**src/rtl/gpio_video_pkg.sv**
```systemverilog
// Register offsets, field positions and codes for the terminal and video port.
package gpio_video_pkg;

  // Configuration offsets of the three registers handled here.
  localparam logic [7:0] VIDEO_CTL_OFFSET = 8'h84;
  localparam logic [7:0] TERM0_CTL_OFFSET = 8'h88;
  localparam logic [7:0] TERM1_CTL_OFFSET = 8'h89;

  // Reset values.
  localparam logic [7:0] TERM_CTL_RESET  = 8'h80;
  localparam logic [7:0] VIDEO_CTL_RESET = 8'h00;

  // Video port control field positions.
  localparam int VID_OUT_EN_BIT = 7;
  localparam int VID_SEL_BIT    = 6;
  localparam int VID_EN1_BIT    = 1;
  localparam int VID_EN0_BIT    = 0;

  // Terminal control field positions.
  localparam int TERM_MODE_HI_BIT = 7;
  localparam int TERM_MODE_LO_BIT = 6;
  localparam int TERM_IRQ_EN_BIT  = 4;
  localparam int TERM_FLAG_BIT    = 3;
  localparam int TERM_DRIVE_BIT   = 1;
  localparam int TERM_SENSED_BIT  = 0;

  // Terminal function codes.
  localparam logic [1:0] MODE_ACTIVITY = 2'h0;
  localparam logic [1:0] MODE_VID_STAT = 2'h1;
  localparam logic [1:0] MODE_INPUT    = 2'h2;
  localparam logic [1:0] MODE_OUTPUT   = 2'h3;

  // Edges after reset release before a terminal change may be flagged.
  localparam int SENSE_PRIME_EDGES = 3;

endpackage

```
**src/rtl/terminal_sense.sv**
```systemverilog
// Synchroniser and change detector for one general-purpose terminal.
`timescale 1ns/100ps
`default_nettype none

module terminal_sense (
  input  wire logic clk,           // Bus clock.
  input  wire logic arst_n,        // Asynchronous reset, active low.
  input  wire logic pin_level,     // Raw level on the terminal.
  output logic      sensed_level,  // Synchronised level.
  output logic      changed        // One-cycle pulse on a level change.
);

  logic                  sync1_reg;
  logic                  sync2_reg;
  logic                  last_reg;
  logic [gpio_video_pkg::SENSE_PRIME_EDGES-1:0] prime_reg;

  // Two-stage synchroniser; only the second stage and history are compared.
  always_ff @(posedge clk or negedge arst_n) begin
    if (!arst_n) begin
      sync1_reg <= 1'h0;
      sync2_reg <= 1'h0;
      last_reg  <= 1'h0;
      prime_reg <= '0;
    end else begin
      sync1_reg <= pin_level;
      sync2_reg <= sync1_reg;
      last_reg  <= sync2_reg;
      prime_reg <= {prime_reg[gpio_video_pkg::SENSE_PRIME_EDGES-2:0], 1'h1};
    end
  end

  // The history is only trusted once real samples fill it, so a terminal
  // held high through reset does not look like a change.
  assign sensed_level = sync2_reg;
  assign changed      = prime_reg[gpio_video_pkg::SENSE_PRIME_EDGES-1] &
                        (sync2_reg ^ last_reg);

endmodule
`default_nettype wire

```
**src/rtl/gpio_video_ctrl.sv**
```systemverilog
// General-purpose terminal and video port control behind configuration space.
//
// Contract
// - Video output terminals float while output enable is 0, its reset value.
// - Select bit picks socket 0 or 1 video, only if that socket is enabled.
// - Video control bits 5 to 2 read zero and ignore writes.
// - Socket 1 video enable takes its video and stops its card drivers.
// - Socket 0 video enable takes its video and stops its card drivers.
// - Terminal 0 modes: activity, video status, input, output.
// - Terminal 1 modes: activity, reserved, input, output.
// - Both terminals reset to input mode with other bits clear.
// - Terminal 0 flag with its enable raises a socket A status change.
// - Terminal 1 flag with its enable raises a socket A status change.
// - Input-mode level change sets bit 3; writing 1 clears it.
// - Output mode drives the last value written to bit 1.
// - Bit 0 reads the present terminal level in input and output modes.
// - Terminal control bits 5 and 2 read zero and ignore writes.
`timescale 1ns/100ps
`default_nettype none

module gpio_video_ctrl #(
  parameter int VIDEO_W = 8        // Width of the video data path.
) (
  input  wire logic               clk,               // Bus clock, 25 MHz.
  input  wire logic               arst_n,            // Reset, active low.
  input  wire logic               cfg_wr,            // Config write strobe.
  input  wire logic               cfg_rd,            // Config read strobe.
  input  wire logic [7:0]         cfg_addr,          // Config byte offset.
  input  wire logic [7:0]         cfg_wdata,         // Config write data.
  output logic      [7:0]         cfg_rdata,         // Read data, registered.
  input  wire logic               socket0_activity,  // Socket 0 busy.
  input  wire logic               socket1_activity,  // Socket 1 busy.
  input  wire logic               term0_in,          // Terminal 0 level.
  output logic                    term0_out,         // Terminal 0 drive.
  output logic                    term0_oe,          // Terminal 0 enable.
  input  wire logic               term1_in,          // Terminal 1 level.
  output logic                    term1_out,         // Terminal 1 drive.
  output logic                    term1_oe,          // Terminal 1 enable.
  output logic                    card_status_change_event, // Socket A.
  input  wire logic [VIDEO_W-1:0] socket0_video_in,  // Socket 0 video.
  input  wire logic [VIDEO_W-1:0] socket1_video_in,  // Socket 1 video.
  output logic                    socket0_video_accept, // Socket 0 taken.
  output logic                    socket1_video_accept, // Socket 1 taken.
  output logic                    socket0_card_drive_en, // Socket 0 pins.
  output logic                    socket1_card_drive_en, // Socket 1 pins.
  output logic      [VIDEO_W-1:0] video_out,         // Outgoing video.
  output logic                    video_out_oe       // Outgoing enable.
);

  // Video port control state.
  logic               video_out_drive_enable_reg;
  logic               video_source_select_reg;
  logic               socket1_video_mode_enable_reg;
  logic               socket0_video_mode_enable_reg;
  logic [VIDEO_W-1:0] video_out_reg;
  logic [VIDEO_W-1:0] video_out_next;

  // Terminal control state, index 0 and 1.
  logic [1:0] mode_reg   [2];
  logic [1:0] irq_en_reg;
  logic [1:0] flag_reg;
  logic [1:0] drive_reg;
  logic [1:0] flag_next;
  logic [7:0] cfg_rdata_reg;
  logic [7:0] rd_mux;

  // Synchronised terminal levels and change pulses.
  logic [1:0] sensed;
  logic [1:0] changed;
  logic [1:0] in_input_mode;
  logic [1:0] term_wr;
  logic [1:0] term_pin_out;
  logic [1:0] term_pin_oe;
  logic       video_wr;

  // Packs one terminal's fields into its control byte.
  function automatic logic [7:0] term_pack(input logic [1:0] mode,
                                           input logic       irq_en,
                                           input logic       flag,
                                           input logic       drive,
                                           input logic       level);
    logic [7:0] v;
    v = 8'h00;
    v[gpio_video_pkg::TERM_MODE_HI_BIT:gpio_video_pkg::TERM_MODE_LO_BIT] =
      mode;
    v[gpio_video_pkg::TERM_IRQ_EN_BIT] = irq_en;
    v[gpio_video_pkg::TERM_FLAG_BIT]   = flag;
    v[gpio_video_pkg::TERM_DRIVE_BIT]  = drive;
    v[gpio_video_pkg::TERM_SENSED_BIT] = level;
    return v;
  endfunction

  terminal_sense u_sense0 (
    .clk          (clk),
    .arst_n       (arst_n),
    .pin_level    (term0_in),
    .sensed_level (sensed[0]),
    .changed      (changed[0])
  );

  terminal_sense u_sense1 (
    .clk          (clk),
    .arst_n       (arst_n),
    .pin_level    (term1_in),
    .sensed_level (sensed[1]),
    .changed      (changed[1])
  );

  // Address decode; both functions see the same registers.
  assign video_wr   = cfg_wr && (cfg_addr == gpio_video_pkg::VIDEO_CTL_OFFSET);
  assign term_wr[0] = cfg_wr && (cfg_addr == gpio_video_pkg::TERM0_CTL_OFFSET);
  assign term_wr[1] = cfg_wr && (cfg_addr == gpio_video_pkg::TERM1_CTL_OFFSET);

  // Change flags: a new change wins over a write-one clear in the same cycle.
  assign in_input_mode[0] = (mode_reg[0] == gpio_video_pkg::MODE_INPUT);
  assign in_input_mode[1] = (mode_reg[1] == gpio_video_pkg::MODE_INPUT);
  assign flag_next[0] = (changed[0] & in_input_mode[0]) |
                        (flag_reg[0] & ~(term_wr[0] &
                         cfg_wdata[gpio_video_pkg::TERM_FLAG_BIT]));
  assign flag_next[1] = (changed[1] & in_input_mode[1]) |
                        (flag_reg[1] & ~(term_wr[1] &
                         cfg_wdata[gpio_video_pkg::TERM_FLAG_BIT]));

  // Terminal control registers; bits 5 and 2 have no storage at all.
  always_ff @(posedge clk or negedge arst_n) begin
    if (!arst_n) begin
      for (int i = 0; i < 2; i++) begin
        mode_reg[i] <= gpio_video_pkg::TERM_CTL_RESET[7:6];
      end
      irq_en_reg <= 2'h0;
      flag_reg   <= 2'h0;
      drive_reg  <= 2'h0;
    end else begin
      for (int i = 0; i < 2; i++) begin
        if (term_wr[i]) begin
          mode_reg[i]   <= cfg_wdata[7:6];
          irq_en_reg[i] <= cfg_wdata[gpio_video_pkg::TERM_IRQ_EN_BIT];
          drive_reg[i]  <= cfg_wdata[gpio_video_pkg::TERM_DRIVE_BIT];
        end
      end
      flag_reg <= flag_next;
    end
  end

  // Video port control register; bits 5 to 2 are not stored.
  always_ff @(posedge clk or negedge arst_n) begin
    if (!arst_n) begin
      video_out_drive_enable_reg    <= 1'h0;
      video_source_select_reg       <= 1'h0;
      socket1_video_mode_enable_reg <= 1'h0;
      socket0_video_mode_enable_reg <= 1'h0;
    end else if (video_wr) begin
      video_out_drive_enable_reg <=
        cfg_wdata[gpio_video_pkg::VID_OUT_EN_BIT];
      video_source_select_reg <= cfg_wdata[gpio_video_pkg::VID_SEL_BIT];
      socket1_video_mode_enable_reg <=
        cfg_wdata[gpio_video_pkg::VID_EN1_BIT];
      socket0_video_mode_enable_reg <=
        cfg_wdata[gpio_video_pkg::VID_EN0_BIT];
    end
  end

  // Video source: a socket whose video mode is off contributes zeros.
  assign video_out_next =
    video_source_select_reg ?
      (socket1_video_mode_enable_reg ? socket1_video_in : '0) :
      (socket0_video_mode_enable_reg ? socket0_video_in : '0);

  // The video path is registered to keep the outgoing port glitch free.
  always_ff @(posedge clk or negedge arst_n) begin
    if (!arst_n) begin
      video_out_reg <= '0;
    end else begin
      video_out_reg <= video_out_next;
    end
  end

  assign video_out    = video_out_reg;
  assign video_out_oe = video_out_drive_enable_reg;

  // Enabled sockets feed video in, so their card-side drivers must let go.
  assign socket1_video_accept  = socket1_video_mode_enable_reg;
  assign socket1_card_drive_en = ~socket1_video_mode_enable_reg;
  assign socket0_video_accept  = socket0_video_mode_enable_reg;
  assign socket0_card_drive_en = ~socket0_video_mode_enable_reg;

  // Terminal 0 function; video status follows the output enable bit.
  assign term_pin_out[0] =
    (mode_reg[0] == gpio_video_pkg::MODE_ACTIVITY) ? socket0_activity :
    (mode_reg[0] == gpio_video_pkg::MODE_VID_STAT) ?
      video_out_drive_enable_reg : drive_reg[0];
  assign term_pin_oe[0] = ~in_input_mode[0];

  // Terminal 1 does not drive under the reserved code, but flags changes only in input mode.
  assign term_pin_out[1] =
    (mode_reg[1] == gpio_video_pkg::MODE_ACTIVITY) ? socket1_activity :
    drive_reg[1];
  assign term_pin_oe[1] = (mode_reg[1] == gpio_video_pkg::MODE_ACTIVITY) |
                          (mode_reg[1] == gpio_video_pkg::MODE_OUTPUT);

  assign term0_out = term_pin_out[0];
  assign term0_oe  = term_pin_oe[0];
  assign term1_out = term_pin_out[1];
  assign term1_oe  = term_pin_oe[1];

  // Both terminals raise the same socket A status change line.
  assign card_status_change_event = (flag_reg[0] & irq_en_reg[0]) |
                                    (flag_reg[1] & irq_en_reg[1]);

  // Read mux; reserved bits come from constant zeros.
  assign rd_mux =
    (cfg_addr == gpio_video_pkg::VIDEO_CTL_OFFSET) ?
      {video_out_drive_enable_reg, video_source_select_reg, 4'h0,
       socket1_video_mode_enable_reg,
       socket0_video_mode_enable_reg} :
    (cfg_addr == gpio_video_pkg::TERM0_CTL_OFFSET) ?
      term_pack(mode_reg[0], irq_en_reg[0], flag_reg[0], drive_reg[0],
                sensed[0]) :
    (cfg_addr == gpio_video_pkg::TERM1_CTL_OFFSET) ?
      term_pack(mode_reg[1], irq_en_reg[1], flag_reg[1], drive_reg[1],
                sensed[1]) :
    8'h00;

  // Read data is captured on the read strobe and held until the next one.
  always_ff @(posedge clk or negedge arst_n) begin
    if (!arst_n) begin
      cfg_rdata_reg <= 8'h00;
    end else if (cfg_rd) begin
      cfg_rdata_reg <= rd_mux;
    end
  end

  assign cfg_rdata = cfg_rdata_reg;
endmodule
`default_nettype wire

```
**config.mk**
```make
export PLATFORM = sky130hd
export DESIGN_NAME = gpio_video_ctrl
export DESIGN_NICKNAME = d
export VERILOG_FILES = /design/src/rtl/gpio_video_pkg.sv /design/src/rtl/terminal_sense.sv /design/src/rtl/gpio_video_ctrl.sv
export SDC_FILE = /design/constraint.sdc
export NUM_CORES = 1
export LEC_CHECK = 0
export ABC_AREA = 1
export BUFFER_PORTS_ARGS = -buffer_cell sky130_fd_sc_hd__buf_2
export CAP_MARGIN = 20
export CELL_PAD_IN_SITES_DETAIL_PLACEMENT = 1
export CELL_PAD_IN_SITES_GLOBAL_PLACEMENT = 1
export CORE_ASPECT_RATIO = 1.1
export CORE_MARGIN = 2
export CORE_UTILIZATION = 35
export CTS_CLUSTER_DIAMETER = 50
export DETAILED_ROUTE_END_ITERATION = 16
export PLACE_DENSITY = 0.8
export SLEW_MARGIN = 20
export SYNTH_ARGS = -nofsm -noshare
export SYNTH_HDL_FRONTEND = slang
export SYNTH_HIERARCHICAL = 1
export SYNTH_SLANG_ARGS = --single-unit
```
**constraint.sdc**
```tcl
create_clock -name clk -period 1.2 [get_ports clk]
set_clock_uncertainty 0.05 [all_clocks]
set_input_delay 0.12 -clock clk [delete_from_list [all_inputs] [get_ports clk]]
set_output_delay 0.12 -clock clk [all_outputs]
set_load 0.02 [all_outputs]
```
==> impl_metrics.env, run 1 <==
export IMPL_antenna_cells_inserted=0
export IMPL_antenna_violating_nets_post_route=0
export IMPL_ys_warnings_count=6
export IMPL_die_w_um=73.2
export IMPL_intPower_uw=2160
export IMPL_routed_wirelength_um=4840
export IMPL_endpoint_kind="output pin"
export IMPL_groute_usage_overall=0.179
export IMPL_wl_per_cell_um=13.3
export IMPL_finish_net_count=346
export IMPL_ctsHtreeMaxLevel=2
export IMPL_antenna_found_initial=0
export IMPL_drt_drc_violations_left=0
export IMPL_wire_length_of_the_first_global_routing_pass_um=7910
export IMPL_portBuffers=61
export IMPL_detailroute_wirelength_met3_um=279
export IMPL_ff2ff_setup_slack_ns=0.06
export IMPL_routed_via_density=4.74
export IMPL_timing_final_crit_share=1.22
export IMPL_cts_inserted_buffers=5
export IMPL_route_layer_met1_wl_um=1960
export IMPL_finalHoldViolCount=0
export IMPL_post_synth_cell_area_avg_um2=8.53
export IMPL_clock_tree_from_tritoncts="built"
export IMPL_run_status="finished with violations"
export IMPL_synth_common_cells="sky130_fd_sc_hd__nand2_1, sky130_fd_sc_hd__dfrtp_1, sky130_fd_sc_hd__nand3_1"
export IMPL_max_clock_path_buffers=2
export IMPL_cts_sinks=40
export IMPL_worst_path_dominant_cell_family="flip-flops"
export IMPL_power_leakage_uw=0.00141
export IMPL_register_bit_count_reported_by_yosys=40
export IMPL_async_reset_ff_frac=1.00
export IMPL_setup_total_negative_slack_ns=-0.726
export IMPL_synth_top_family_by_area="simple AND/OR/NAND/NOR gates"
export IMPL_dieArea_um2=5860
export IMPL_cell_count_after_synthesis=216
export IMPL_slowest_stage="sky130_fd_sc_hd__dfstp_2"
export IMPL_worst_setup_hold_path_clk_slew_ns=0.08
export IMPL_chipHeight_um=80.1
export IMPL_synth_compound_area_share=0.0577
export IMPL_violations_in_the_final_reports="negative setup slack"
export IMPL_post_synth_num_cell_types=23
export IMPL_initial_utilization=0.366
export IMPL_cp_start_kind="flip-flop"
export IMPL_sequentialPowerShare=0.500
export IMPL_setup_viol=4
export IMPL_final_max_slew_viol_count=0
export IMPL_top_signal_layer_used="met4"
export IMPL_power_share_clock=0.301
export IMPL_grt_start_max_net_pins=20
export IMPL_dr_first_iter_drc_count=55
export IMPL_grt_pass1_vias=1742
export IMPL_rows=27
export IMPL_worstPathMaxFanout=2
export IMPL_post_route_cells_drive_above_1_share=0.403
export IMPL_cp_data_arrival_time_ns=1.30
export IMPL_synth_simple_gate_area_share=0.296
export IMPL_layout_area_overhead_vs_synth_pct=40.5
export IMPL_worstPathCellList="inv_2, ha_4, o21ai_2, buf_6"
export IMPL_design_portCount=66
export IMPL_cp_num_buf_inv=2
export IMPL_placeableCoreArea_um2=5030
export IMPL_worst_slack_ns=-0.267
export IMPL_crit_required_ns=1.03
export IMPL_dr_pass1_iters=4
export IMPL_synth_area_um2=1840
export IMPL_unrepaired_setup_endpoints_after_global_routing="yes"
export IMPL_largest_reg_flops=8
export IMPL_routed_wl_met2_um=2500
export IMPL_synth_seq_area_share=0.545
export IMPL_finalWorstPathRequiredPeriod_ns=1.47
export IMPL_synth_top_cells_by_area="sky130_fd_sc_hd__dfrtp_1, sky130_fd_sc_hd__nand2_1, sky130_fd_sc_hd__nand3_1"
export IMPL_switching_share=0.279
export IMPL_combPwrFrac=0.199
export IMPL_synth_enable_flop_cells=0
export IMPL_ir_worst_vdd_v=0.000786
export IMPL_gpl_final_weighted_congestion=0.721
export IMPL_synth_adder_area_share=0.0136
export IMPL_worst_skew_pair_late_latency_ns=0.28
export IMPL_muxShareOfSynthArea=0
export IMPL_yosysMostFrequentCell="sky130_fd_sc_hd__nand2_1"
export IMPL_timing_worst_setup_path_type="flip-flop to output pin"
export IMPL_p_switching_uw=836
export IMPL_slowest_delay_ns=0.54
export IMPL_power_per_cell_area_nw_per_um2=1160
export IMPL_root_buffer="sky130_fd_sc_hd__clkbuf_8"
export IMPL_p_total_uw=2990
export IMPL_synth_xor_area_share=0
export IMPL_yosysTopAreaCellShare=0.516
export IMPL_max_freq_ghz=0.682
export IMPL_worst_hold_path_type="input pin to flip-flop"
export IMPL_post_dp_hpwl_um=3710
export IMPL_postSynth_topFlopCell="sky130_fd_sc_hd__dfrtp_1"
export IMPL_detailroute_via_count=1720
export IMPL_synth_top_cell_by_area="sky130_fd_sc_hd__dfrtp_1"
export IMPL_number_of_max_capacitance_violations_reported=0
export IMPL_overflow=0
==> power by group through the flow <==
| stage | sequential, µW | clock, µW | combinational, µW |
|---|---|---|---|
| finish | 1500 | 901 | 596 |
| global route | 1510 | 992 | 659 |
| CTS | 1500 | 931 | 582 |
| detailed placement | 1520 | 0 | 510 |
| global placement | 1510 | 0 | 497 |
| floorplan | 1560 | 0 | 214 |
==> tightest hold or removal path, cell delays in order <==
cell	delay (ns)
sky130_fd_sc_hd__buf_2	0.09
sky130_fd_sc_hd__nand2_1	0.04
sky130_fd_sc_hd__o21ai_0	0.06
==> metal layers <==
metal  global-route usage  vias to the layer above
met5                    0                        -
met4               0.0685                        0
met3               0.0489                       10
met2                0.314                       50
met1                0.204                      817
li1                     -                      843
==> per-stage QoR <==
step | cells | area (µm²) | hold WS, ns | setup slack (ns) | util
2_1_floorplan | 217 | 1850 | -0.226 | 0.0296 | -
3_3_place_gp | 345 | 2320 | 0.0477 | -0.0000981 | 0.462
3_5_place_dp | 345 | 2320 | 0.0542 | -0.0250 | 0.462
4_1_cts | 360 | 2540 | 0.000538 | -0.257 | 0.505
5_1_grt | 363 | 2590 | 0.0111 | -0.323 | 0.514
6_report | 363 | 2590 | 0.00539 | -0.267 | 0.514
==> cells in the final DEF, fill, tap and decap left out, types with 7 or more instances in the layout <==
| cell | Yosys | layout |
|---|---|---|
| sky130_fd_sc_hd__inv_2 | 0 | 7 |
| sky130_fd_sc_hd__buf_4 | 2 | 19 |
| sky130_fd_sc_hd__o21ai_0 | 16 | 13 |
| sky130_fd_sc_hd__nor2_1 | 10 | 10 |
| sky130_fd_sc_hd__inv_1 | 28 | 21 |
| sky130_fd_sc_hd__nand2_1 | 62 | 60 |
| sky130_fd_sc_hd__dfrtp_1 | 38 | 36 |
| sky130_fd_sc_hd__nand3_1 | 29 | 27 |
| sky130_fd_sc_hd__buf_2 | 3 | 55 |
==> what timing repair did <==
| item | 4_1_cts | 5_1_grt |
|---|---|---|
| setup endpoints to repair | 6 | 8 |
| endpoints found under the hold margin | 18 | 0 |
| resized for setup | 24 | 7 |
| pin swaps | 3 | 3 |
| hold buffers | 4 | 0 |
| buffers inserted | 4 | 3 |
==> final cells by class <==
| class | instances | area, µm² |
|---|---|---|
| fillers | 631 | 2450 |
| flip-flops and latches | 40 | 1010 |
| multi-input cells | 142 | 742 |
| repair buffers | 86 | 566 |
| inverters | 29 | 109 |
| clock buffers | 6 | 82.6 |
| well taps | 58 | 72.6 |
| clock inverters | 2 | 10.0 |
==> cells by family after synthesis <==
group                      Yosys count
AOI/OAI and AO/OA                   21
adders and majority gates            2
buffers and inverters               35
DFF                                 40
other                                3
and+or+nand+nor                    115
==> worst paths after layout <==
kind / startpoint / endpoint / cells after the start
worst max-delay path: mode_reg[1]$_DFFE_PN1P_ / term1_out / 4
worst min-delay path: cfg_wdata[4] / irq_en_reg[1]$_DFFE_PN0P_ / 3
worst max register to register: mode_reg[3]$_DFFE_PN1P_ / cfg_rdata[7]$_DFFE_PN0P_ / 6
worst min register to register: u_sense1/sync1_reg$_DFF_PN0_ / u_sense1/sensed_level$_DFF_PN0_ / 0
max in group asynchronous: arst_n / cfg_rdata[6]$_DFFE_PN0P_ / 3
min in group asynchronous: arst_n / u_sense1/sensed_level$_DFF_PN0_ / 2
No activity file was read; power rests on OpenSTA's default activity.
==> run 2: changes to the inputs <==
- ABC_AREA: 1 -> unset
- CORE_UTILIZATION: 35 -> 37
==> run 2 against run 1 <==
Global-route usage up 3.1 points. The run ends with negative hold slack, negative setup slack left. First-iteration DRC count is 18% lower. Combinational power is 6.2% lower. Design area up 11%. Non-clock buffer count up 25.
==> impl_metrics.env, run 2 <==
export IMPL_design_portCount=66
export IMPL_final_max_slew_viol_count=0
export IMPL_worst_setup_hold_path_clk_slew_ns=0.08
export IMPL_portBuffers=61
export IMPL_register_bit_count_reported_by_yosys=40
export IMPL_max_freq_ghz=0.601
export IMPL_overflow=0
export IMPL_largest_reg_flops=8
export IMPL_timing_final_crit_share=1.39
export IMPL_cp_start_kind="flip-flop"
export IMPL_setup_viol=20
export IMPL_synth_top_cells_by_area="sky130_fd_sc_hd__dfrtp_1, sky130_fd_sc_hd__mux2_2, sky130_fd_sc_hd__a22o_1"
export IMPL_postSynth_topFlopCell="sky130_fd_sc_hd__dfrtp_1"
export IMPL_worst_hold_path_type="input pin to flip-flop"
export IMPL_placeableCoreArea_um2=4620
export IMPL_groute_usage_overall=0.209
export IMPL_final_common_cell="sky130_fd_sc_hd__buf_2"
export IMPL_dr_first_iter_drc_count=45
export IMPL_unrepaired_setup_endpoints_after_global_routing="yes"
export IMPL_ys_warnings_count=6
export IMPL_drt_drc_violations_left=0
export IMPL_synth_seq_area_share=0.571
export IMPL_worst_slack_ns=-0.463
export IMPL_crit_required_ns=1.03
export IMPL_max_clock_path_buffers=2
export IMPL_cp_data_arrival_time_ns=1.49
export IMPL_number_of_max_capacitance_violations_reported=0
export IMPL_cts_sinks=40
export IMPL_dr_pass1_iters=4
export IMPL_grt_start_max_net_pins=27
export IMPL_rows=26
export IMPL_power_leakage_uw=0.00143
export IMPL_finalHoldViolCount=1
export IMPL_root_buffer="sky130_fd_sc_hd__clkbuf_8"
export IMPL_violations_in_the_final_reports="negative hold slack, negative setup slack"
export IMPL_chipHeight_um=76.3
export IMPL_grt_pass1_vias=1698
export IMPL_worstPathMaxFanout=2
export IMPL_finalInstanceArea_um2=2860
export IMPL_async_reset_ff_frac=1.00
export IMPL_antenna_violating_nets_post_route=0
export IMPL_post_synth_cell_area_avg_um2=13.0
export IMPL_timing_worst_setup_path_type="flip-flop to output pin"
export IMPL_nFillCells=473
export IMPL_layout_cells_most_common_list="sky130_fd_sc_hd__buf_2, sky130_fd_sc_hd__dfrtp_1, sky130_fd_sc_hd__buf_4"
export IMPL_p_total_uw=2930
export IMPL_instance_area_at_placement_um2=2320
export IMPL_finish_net_count=291
export IMPL_slowest_delay_ns=0.56
export IMPL_run_status="finished with violations"
export IMPL_antenna_cells_inserted=0
export IMPL_post_route_cells_drive_above_1_share=0.576
export IMPL_ctsHtreeMaxLevel=2
export IMPL_cp_num_buf_inv=2
export IMPL_cell_count_after_synthesis=135
export IMPL_dieArea_um2=5320
export IMPL_finish_cell_count_without_fillers=306
export IMPL_wire_length_of_the_first_global_routing_pass_um=8730
export IMPL_worstPathCellList="inv_2, ha_4, mux2_4, buf_6"
export IMPL_clock_tree_from_tritoncts="built"
export IMPL_synth_top_cell_by_area="sky130_fd_sc_hd__dfrtp_1"
export IMPL_synth_enable_flop_cells=0
export IMPL_post_dp_hpwl_um=3530
export IMPL_die_w_um=69.7
export IMPL_synth_common_cells="sky130_fd_sc_hd__dfrtp_1, sky130_fd_sc_hd__mux2_2, sky130_fd_sc_hd__inv_1"
export IMPL_slowest_stage="sky130_fd_sc_hd__dfstp_2"
export IMPL_wl_per_cell_um=19.2
export IMPL_routed_via_density=5.03
export IMPL_finalWorstPathRequiredPeriod_ns=1.66
export IMPL_initial_utilization=0.381
export IMPL_worst_skew_pair_late_latency_ns=0.30
export IMPL_yosysMostFrequentCell="sky130_fd_sc_hd__dfrtp_1"
export IMPL_placed_cell_count=268
export IMPL_post_synth_num_cell_types=32
export IMPL_layout_area_overhead_vs_synth_pct=62.8
export IMPL_routed_wirelength_um=5880
export IMPL_detailroute_via_count=1538
export IMPL_ir_worst_vdd_v=0.000736
export IMPL_cts_inserted_buffers=5
export IMPL_endpoint_kind="output pin"
export IMPL_gpl_final_weighted_congestion=0.734
export IMPL_worst_path_dominant_cell_family="flip-flops"
export IMPL_yosysTopAreaCellShare=0.541
export IMPL_ff2ff_setup_slack_ns=-0.16
export IMPL_power_per_cell_area_nw_per_um2=1020
export IMPL_synth_area_um2=1760
export IMPL_antenna_found_initial=0
export IMPL_hold_worst_slack_ns=-0.000195
run 2: cell type report:
class                           instances  area [µm²]  share of cell area
Clock inverter                          3        23.8             0.00830
Timing Repair Buffer                  111         841               0.294
Tap cell                               56        70.1              0.0245
Clock buffer                            5        68.8              0.0240
Sequential cell                        40        1000               0.351
Multi-Input combinational cell         79         811               0.283
Inverter                               12        45.0              0.0157
run 2: stage by stage:
step | hold WS [ns] | worst slack [ns] | util | TNS (ns)
floorplan | -0.226 | -0.390 | - | -4.07
global placement | 0.000178 | -0.517 | 0.503 | -6.76
detailed placement | 0.0114 | -0.532 | 0.503 | -7.07
CTS | 0.000535 | -0.447 | 0.599 | -2.49
global route | 0.00180 | -0.497 | 0.620 | -3.59
finish | -0.000195 | -0.463 | 0.620 | -3.02
run 2: where the power goes:
group / internal (µW) / switching (µW) / leakage (µW)
sequential: 1410 / 36.4 / 0.000508
combinational: 298 / 262 / 0.000878
clock: 412 / 520 / 0.0000404
run 2: worst paths after layout:
path | to | start | depth (start not counted)
hold reg to reg | u_sense1/sensed_level$_DFF_PN0_ | u_sense1/sync1_reg$_DFF_PN0_ | 0
max in group asynchronous | cfg_rdata[3]$_DFFE_PN0P_ | arst_n | 3
min in group asynchronous | video_out[7]$_DFF_PN0_ | arst_n | 2
hold / removal | video_out[7]$_DFF_PN0_ | socket0_video_in[7] | 2
setup reg to reg | cfg_rdata[6]$_DFFE_PN0P_ | mode_reg[0]$_DFFE_PN0P_ | 5
setup / recovery | term1_out | mode_reg[1]$_DFFE_PN1P_ | 4
run 2: worst reg2reg max path, stage by stage (launching register included):
cell                       delay, ns
sky130_fd_sc_hd__dfrtp_1        0.44
sky130_fd_sc_hd__buf_6          0.14
sky130_fd_sc_hd__buf_6          0.11
sky130_fd_sc_hd__mux2_4         0.26
sky130_fd_sc_hd__a211oi_2       0.18
sky130_fd_sc_hd__a211oi_1       0.07
run 2: routing by layer:
metal,vias up,GRT usage,part of all wire
li1,699,-,-
met1,779,0.255,0.39
met2,57,0.374,0.55
met3,3,0.0688,0.059
met4,0,0.0231,0.0046
met5,-,0,0
run 2: what timing repair did:
| item | CTS | global route |
|---|---|---|
| pin swaps | 10 | 8 |
| endpoints found under the setup margin | 23 | 25 |
| resized for setup | 33 | 13 |
| endpoints found under the hold margin | 23 | 1 |
| buffers inserted | 7 | 6 |
| hold buffers | 17 | 1 |
run 2: logic make-up (layout without fill, tap and decap cells):
family | count (synthesis) | in the layout | synth area share
muxes | 20 | 20 | 0.136
AOI/OAI and AO/OA | 28 | 28 | 0.124
buffers and inverters | 17 | 131 | 0.0448
other | 3 | 4 | 0.00641
and+or+nand+nor | 23 | 23 | 0.0940
adders and majority gates | 2 | 2 | 0.0142
DFF | 40 | 40 | 0.571
xor gates and xnor gates | 2 | 2 | 0.00997
==> run 3: changes to the inputs <==
- ABC_AREA: unset -> 1
- CORE_UTILIZATION: 37 -> 35
- CTS_CLUSTER_SIZE: unset -> 14
- TNS_END_PERCENT: unset -> 1
==> run 3 against run 2 <==
The flow still finishes with violations (negative hold slack, negative setup slack). Non-clock buffer count shrank 28. Clock-buffer cell count stayed put. Global-route usage shrank 0.91 points. Sequential power rose by 3%. Design area is 8.8% lower. Clock power increased by 66%. Utilization is 10 points lower. Routed wire length down 7.3%. Critical endpoint unchanged. Largest cell class unchanged. Largest power group is now the clock network.
==> impl_metrics.env, run 3 (synthesized netlist as in run 1, its figures left out) <==
export IMPL_run_status="finished with violations"
export IMPL_violations_in_the_final_reports="negative hold slack, negative setup slack"
export IMPL_die_w_um=73.2
export IMPL_cp_data_arrival_time_ns=1.34
export IMPL_grt_pass1_vias=1859
export IMPL_endpoint_kind="output pin"
export IMPL_post_dp_hpwl_um=3960
export IMPL_number_of_max_capacitance_violations_reported=0
export IMPL_max_freq_ghz=0.664
export IMPL_portBuffers=61
export IMPL_worst_slack_ns=-0.307
export IMPL_layout_cells_most_common_list="sky130_fd_sc_hd__nand2_1, sky130_fd_sc_hd__buf_2, sky130_fd_sc_hd__dfrtp_1"
export IMPL_post_route_cells_drive_above_1_share=0.351
export IMPL_finalHoldViolCount=1
export IMPL_final_common_cell="sky130_fd_sc_hd__nand2_1"
export IMPL_setup_total_negative_slack_ns=-0.862
export IMPL_antenna_found_initial=0
export IMPL_finish_net_count=343
export IMPL_worst_path_dominant_cell_family="flip-flops"
export IMPL_worst_skew_pair_late_latency_ns=0.30
export IMPL_worst_setup_hold_path_clk_slew_ns=0.09
export IMPL_multiInputGateArea_um2=723
export IMPL_worstPathCellList="inv_2, ha_4, o21ai_4, buf_6"
export IMPL_dieArea_um2=5860
export IMPL_hold_worst_slack_ns=-0.00387
export IMPL_max_clock_path_buffers=2
export IMPL_p_total_uw=3630
export IMPL_final_max_slew_viol_count=0
export IMPL_root_buffer="sky130_fd_sc_hd__clkbuf_8"
export IMPL_nFillCells=611
export IMPL_timing_final_crit_share=1.26
export IMPL_worst_hold_path_type="input pin to flip-flop"
export IMPL_wl_per_cell_um=15.1
export IMPL_gpl_final_weighted_congestion=0.770
export IMPL_routed_via_density=4.81
export IMPL_antenna_cells_inserted=0
export IMPL_routed_wirelength_um=5450
export IMPL_crit_required_ns=1.03
export IMPL_timing_worst_setup_path_type="flip-flop to output pin"
export IMPL_detailroute_via_count=1733
export IMPL_placeableCoreArea_um2=5030
export IMPL_overflow=0
export IMPL_ir_worst_vdd_v=0.000779
export IMPL_finalWorstPathRequiredPeriod_ns=1.51
export IMPL_dr_pass1_iters=4
export IMPL_rows=27
export IMPL_cts_sinks=40
export IMPL_cp_num_buf_inv=2
export IMPL_cp_start_kind="flip-flop"
export IMPL_worstPathMaxFanout=2
export IMPL_power_per_cell_area_nw_per_um2=1390
export IMPL_design_portCount=66
export IMPL_dr_first_iter_drc_count=45
export IMPL_setup_viol=4
export IMPL_slowest_delay_ns=0.55
export IMPL_wire_length_of_the_first_global_routing_pass_um=8770
export IMPL_largest_reg_flops=8
export IMPL_clock_tree_from_tritoncts="built"
export IMPL_groute_usage_overall=0.200
export IMPL_unrepaired_setup_endpoints_after_global_routing="yes"
export IMPL_layout_area_overhead_vs_synth_pct=41.8
export IMPL_area_sequential_um2=1000
export IMPL_chipHeight_um=80.1
export IMPL_grt_start_max_net_pins=23
export IMPL_initial_utilization=0.366
export IMPL_antenna_violating_nets_post_route=0
export IMPL_slowest_stage="sky130_fd_sc_hd__dfstp_2"
export IMPL_power_leakage_uw=0.00143
export IMPL_cts_inserted_buffers=5
export IMPL_drt_drc_violations_left=0
export IMPL_ctsHtreeMaxLevel=2
[run 3: cell count changes in the layout (fill, tap and decap cells not counted), moves of 12 or more]
cell / previous run / this run
sky130_fd_sc_hd__buf_6: 20 / 5
sky130_fd_sc_hd__o21ai_0: 0 / 14
sky130_fd_sc_hd__inv_1: 8 / 25
sky130_fd_sc_hd__nand2_1: 4 / 61
sky130_fd_sc_hd__nand3_1: 1 / 29
sky130_fd_sc_hd__mux2_4: 16 / 0
sky130_fd_sc_hd__dlygate4sd3_1: 18 / 6
[run 3: power breakdown]
group          internal, µW  switching (µW)
Combinational           235             350
Sequential             1440            46.6
Clock                  1040             510
Total                  2720             907
[run 3: final cells by class]
cell class                 instances  area share
sequential                        40       0.384
multi-input combinational        142       0.277
timing repair buffer              83       0.208
inverter                          29      0.0417
clock inverter                     3      0.0345
tap                               58      0.0278
clock buffer                       5      0.0264
[run 3: metrics by stage]
stage          std cells  instance area [µm²]  hold WS (ns)   util  setup slack [ns]
2_1_floorplan        217                 1850        -0.226      -           -0.0275
3_3_place_gp         345                 2320      -0.00119  0.462          -0.00159
3_5_place_dp         345                 2320       0.00796  0.462           -0.0204
4_1_cts              360                 2580      0.000154  0.513            -0.266
5_1_grt              360                 2610        0.0117  0.519            -0.347
6_report             360                 2610      -0.00387  0.519            -0.307
[run 3: worst paths after layout]
kind / from / endpoint / depth (start not counted) / slack, ns
min: cfg_wdata[4] / irq_en_reg[0]$_DFFE_PN0P_ / 3 / -0.004
max reg2reg: mode_reg[0]$_DFFE_PN0P_ / mode_reg[0]$_DFFE_PN0P_ / 3 / 0.06
min in group asynchronous: arst_n / u_sense1/sensed_level$_DFF_PN0_ / 2 / 0.21
max: mode_reg[1]$_DFFE_PN1P_ / term1_out / 4 / -0.31
min reg2reg: u_sense1/sync1_reg$_DFF_PN0_ / u_sense1/sensed_level$_DFF_PN0_ / 0 / 0.30
max in group asynchronous: arst_n / mode_reg[1]$_DFFE_PN1P_ / 3 / 0.37
[run 3: what timing repair did]
item,in CTS,in global routing
gates resized for setup,11,9
gates cloned,0,0
hold endpoints to repair,19,0
pin swaps,1,1
setup buffers,1,0
hold buffers,6,0
setup endpoints to repair,5,7
[run 3: layer usage]
layer	global-route usage	up-vias	wire, µm
met5	0	-	0
met4	0.0648	0	108
met3	0.0452	10	225
met2	0.377	49	3050
met1	0.217	838	2060
li1	-	836	-
[run 3: tightest hold or removal path: cells and delay by family]
family	cells	cell delay, ns
buffers and inverters	1	0.09
AO/OA/AOI/OAI	1	0.06
AND/OR/NAND/NOR	1	0.05
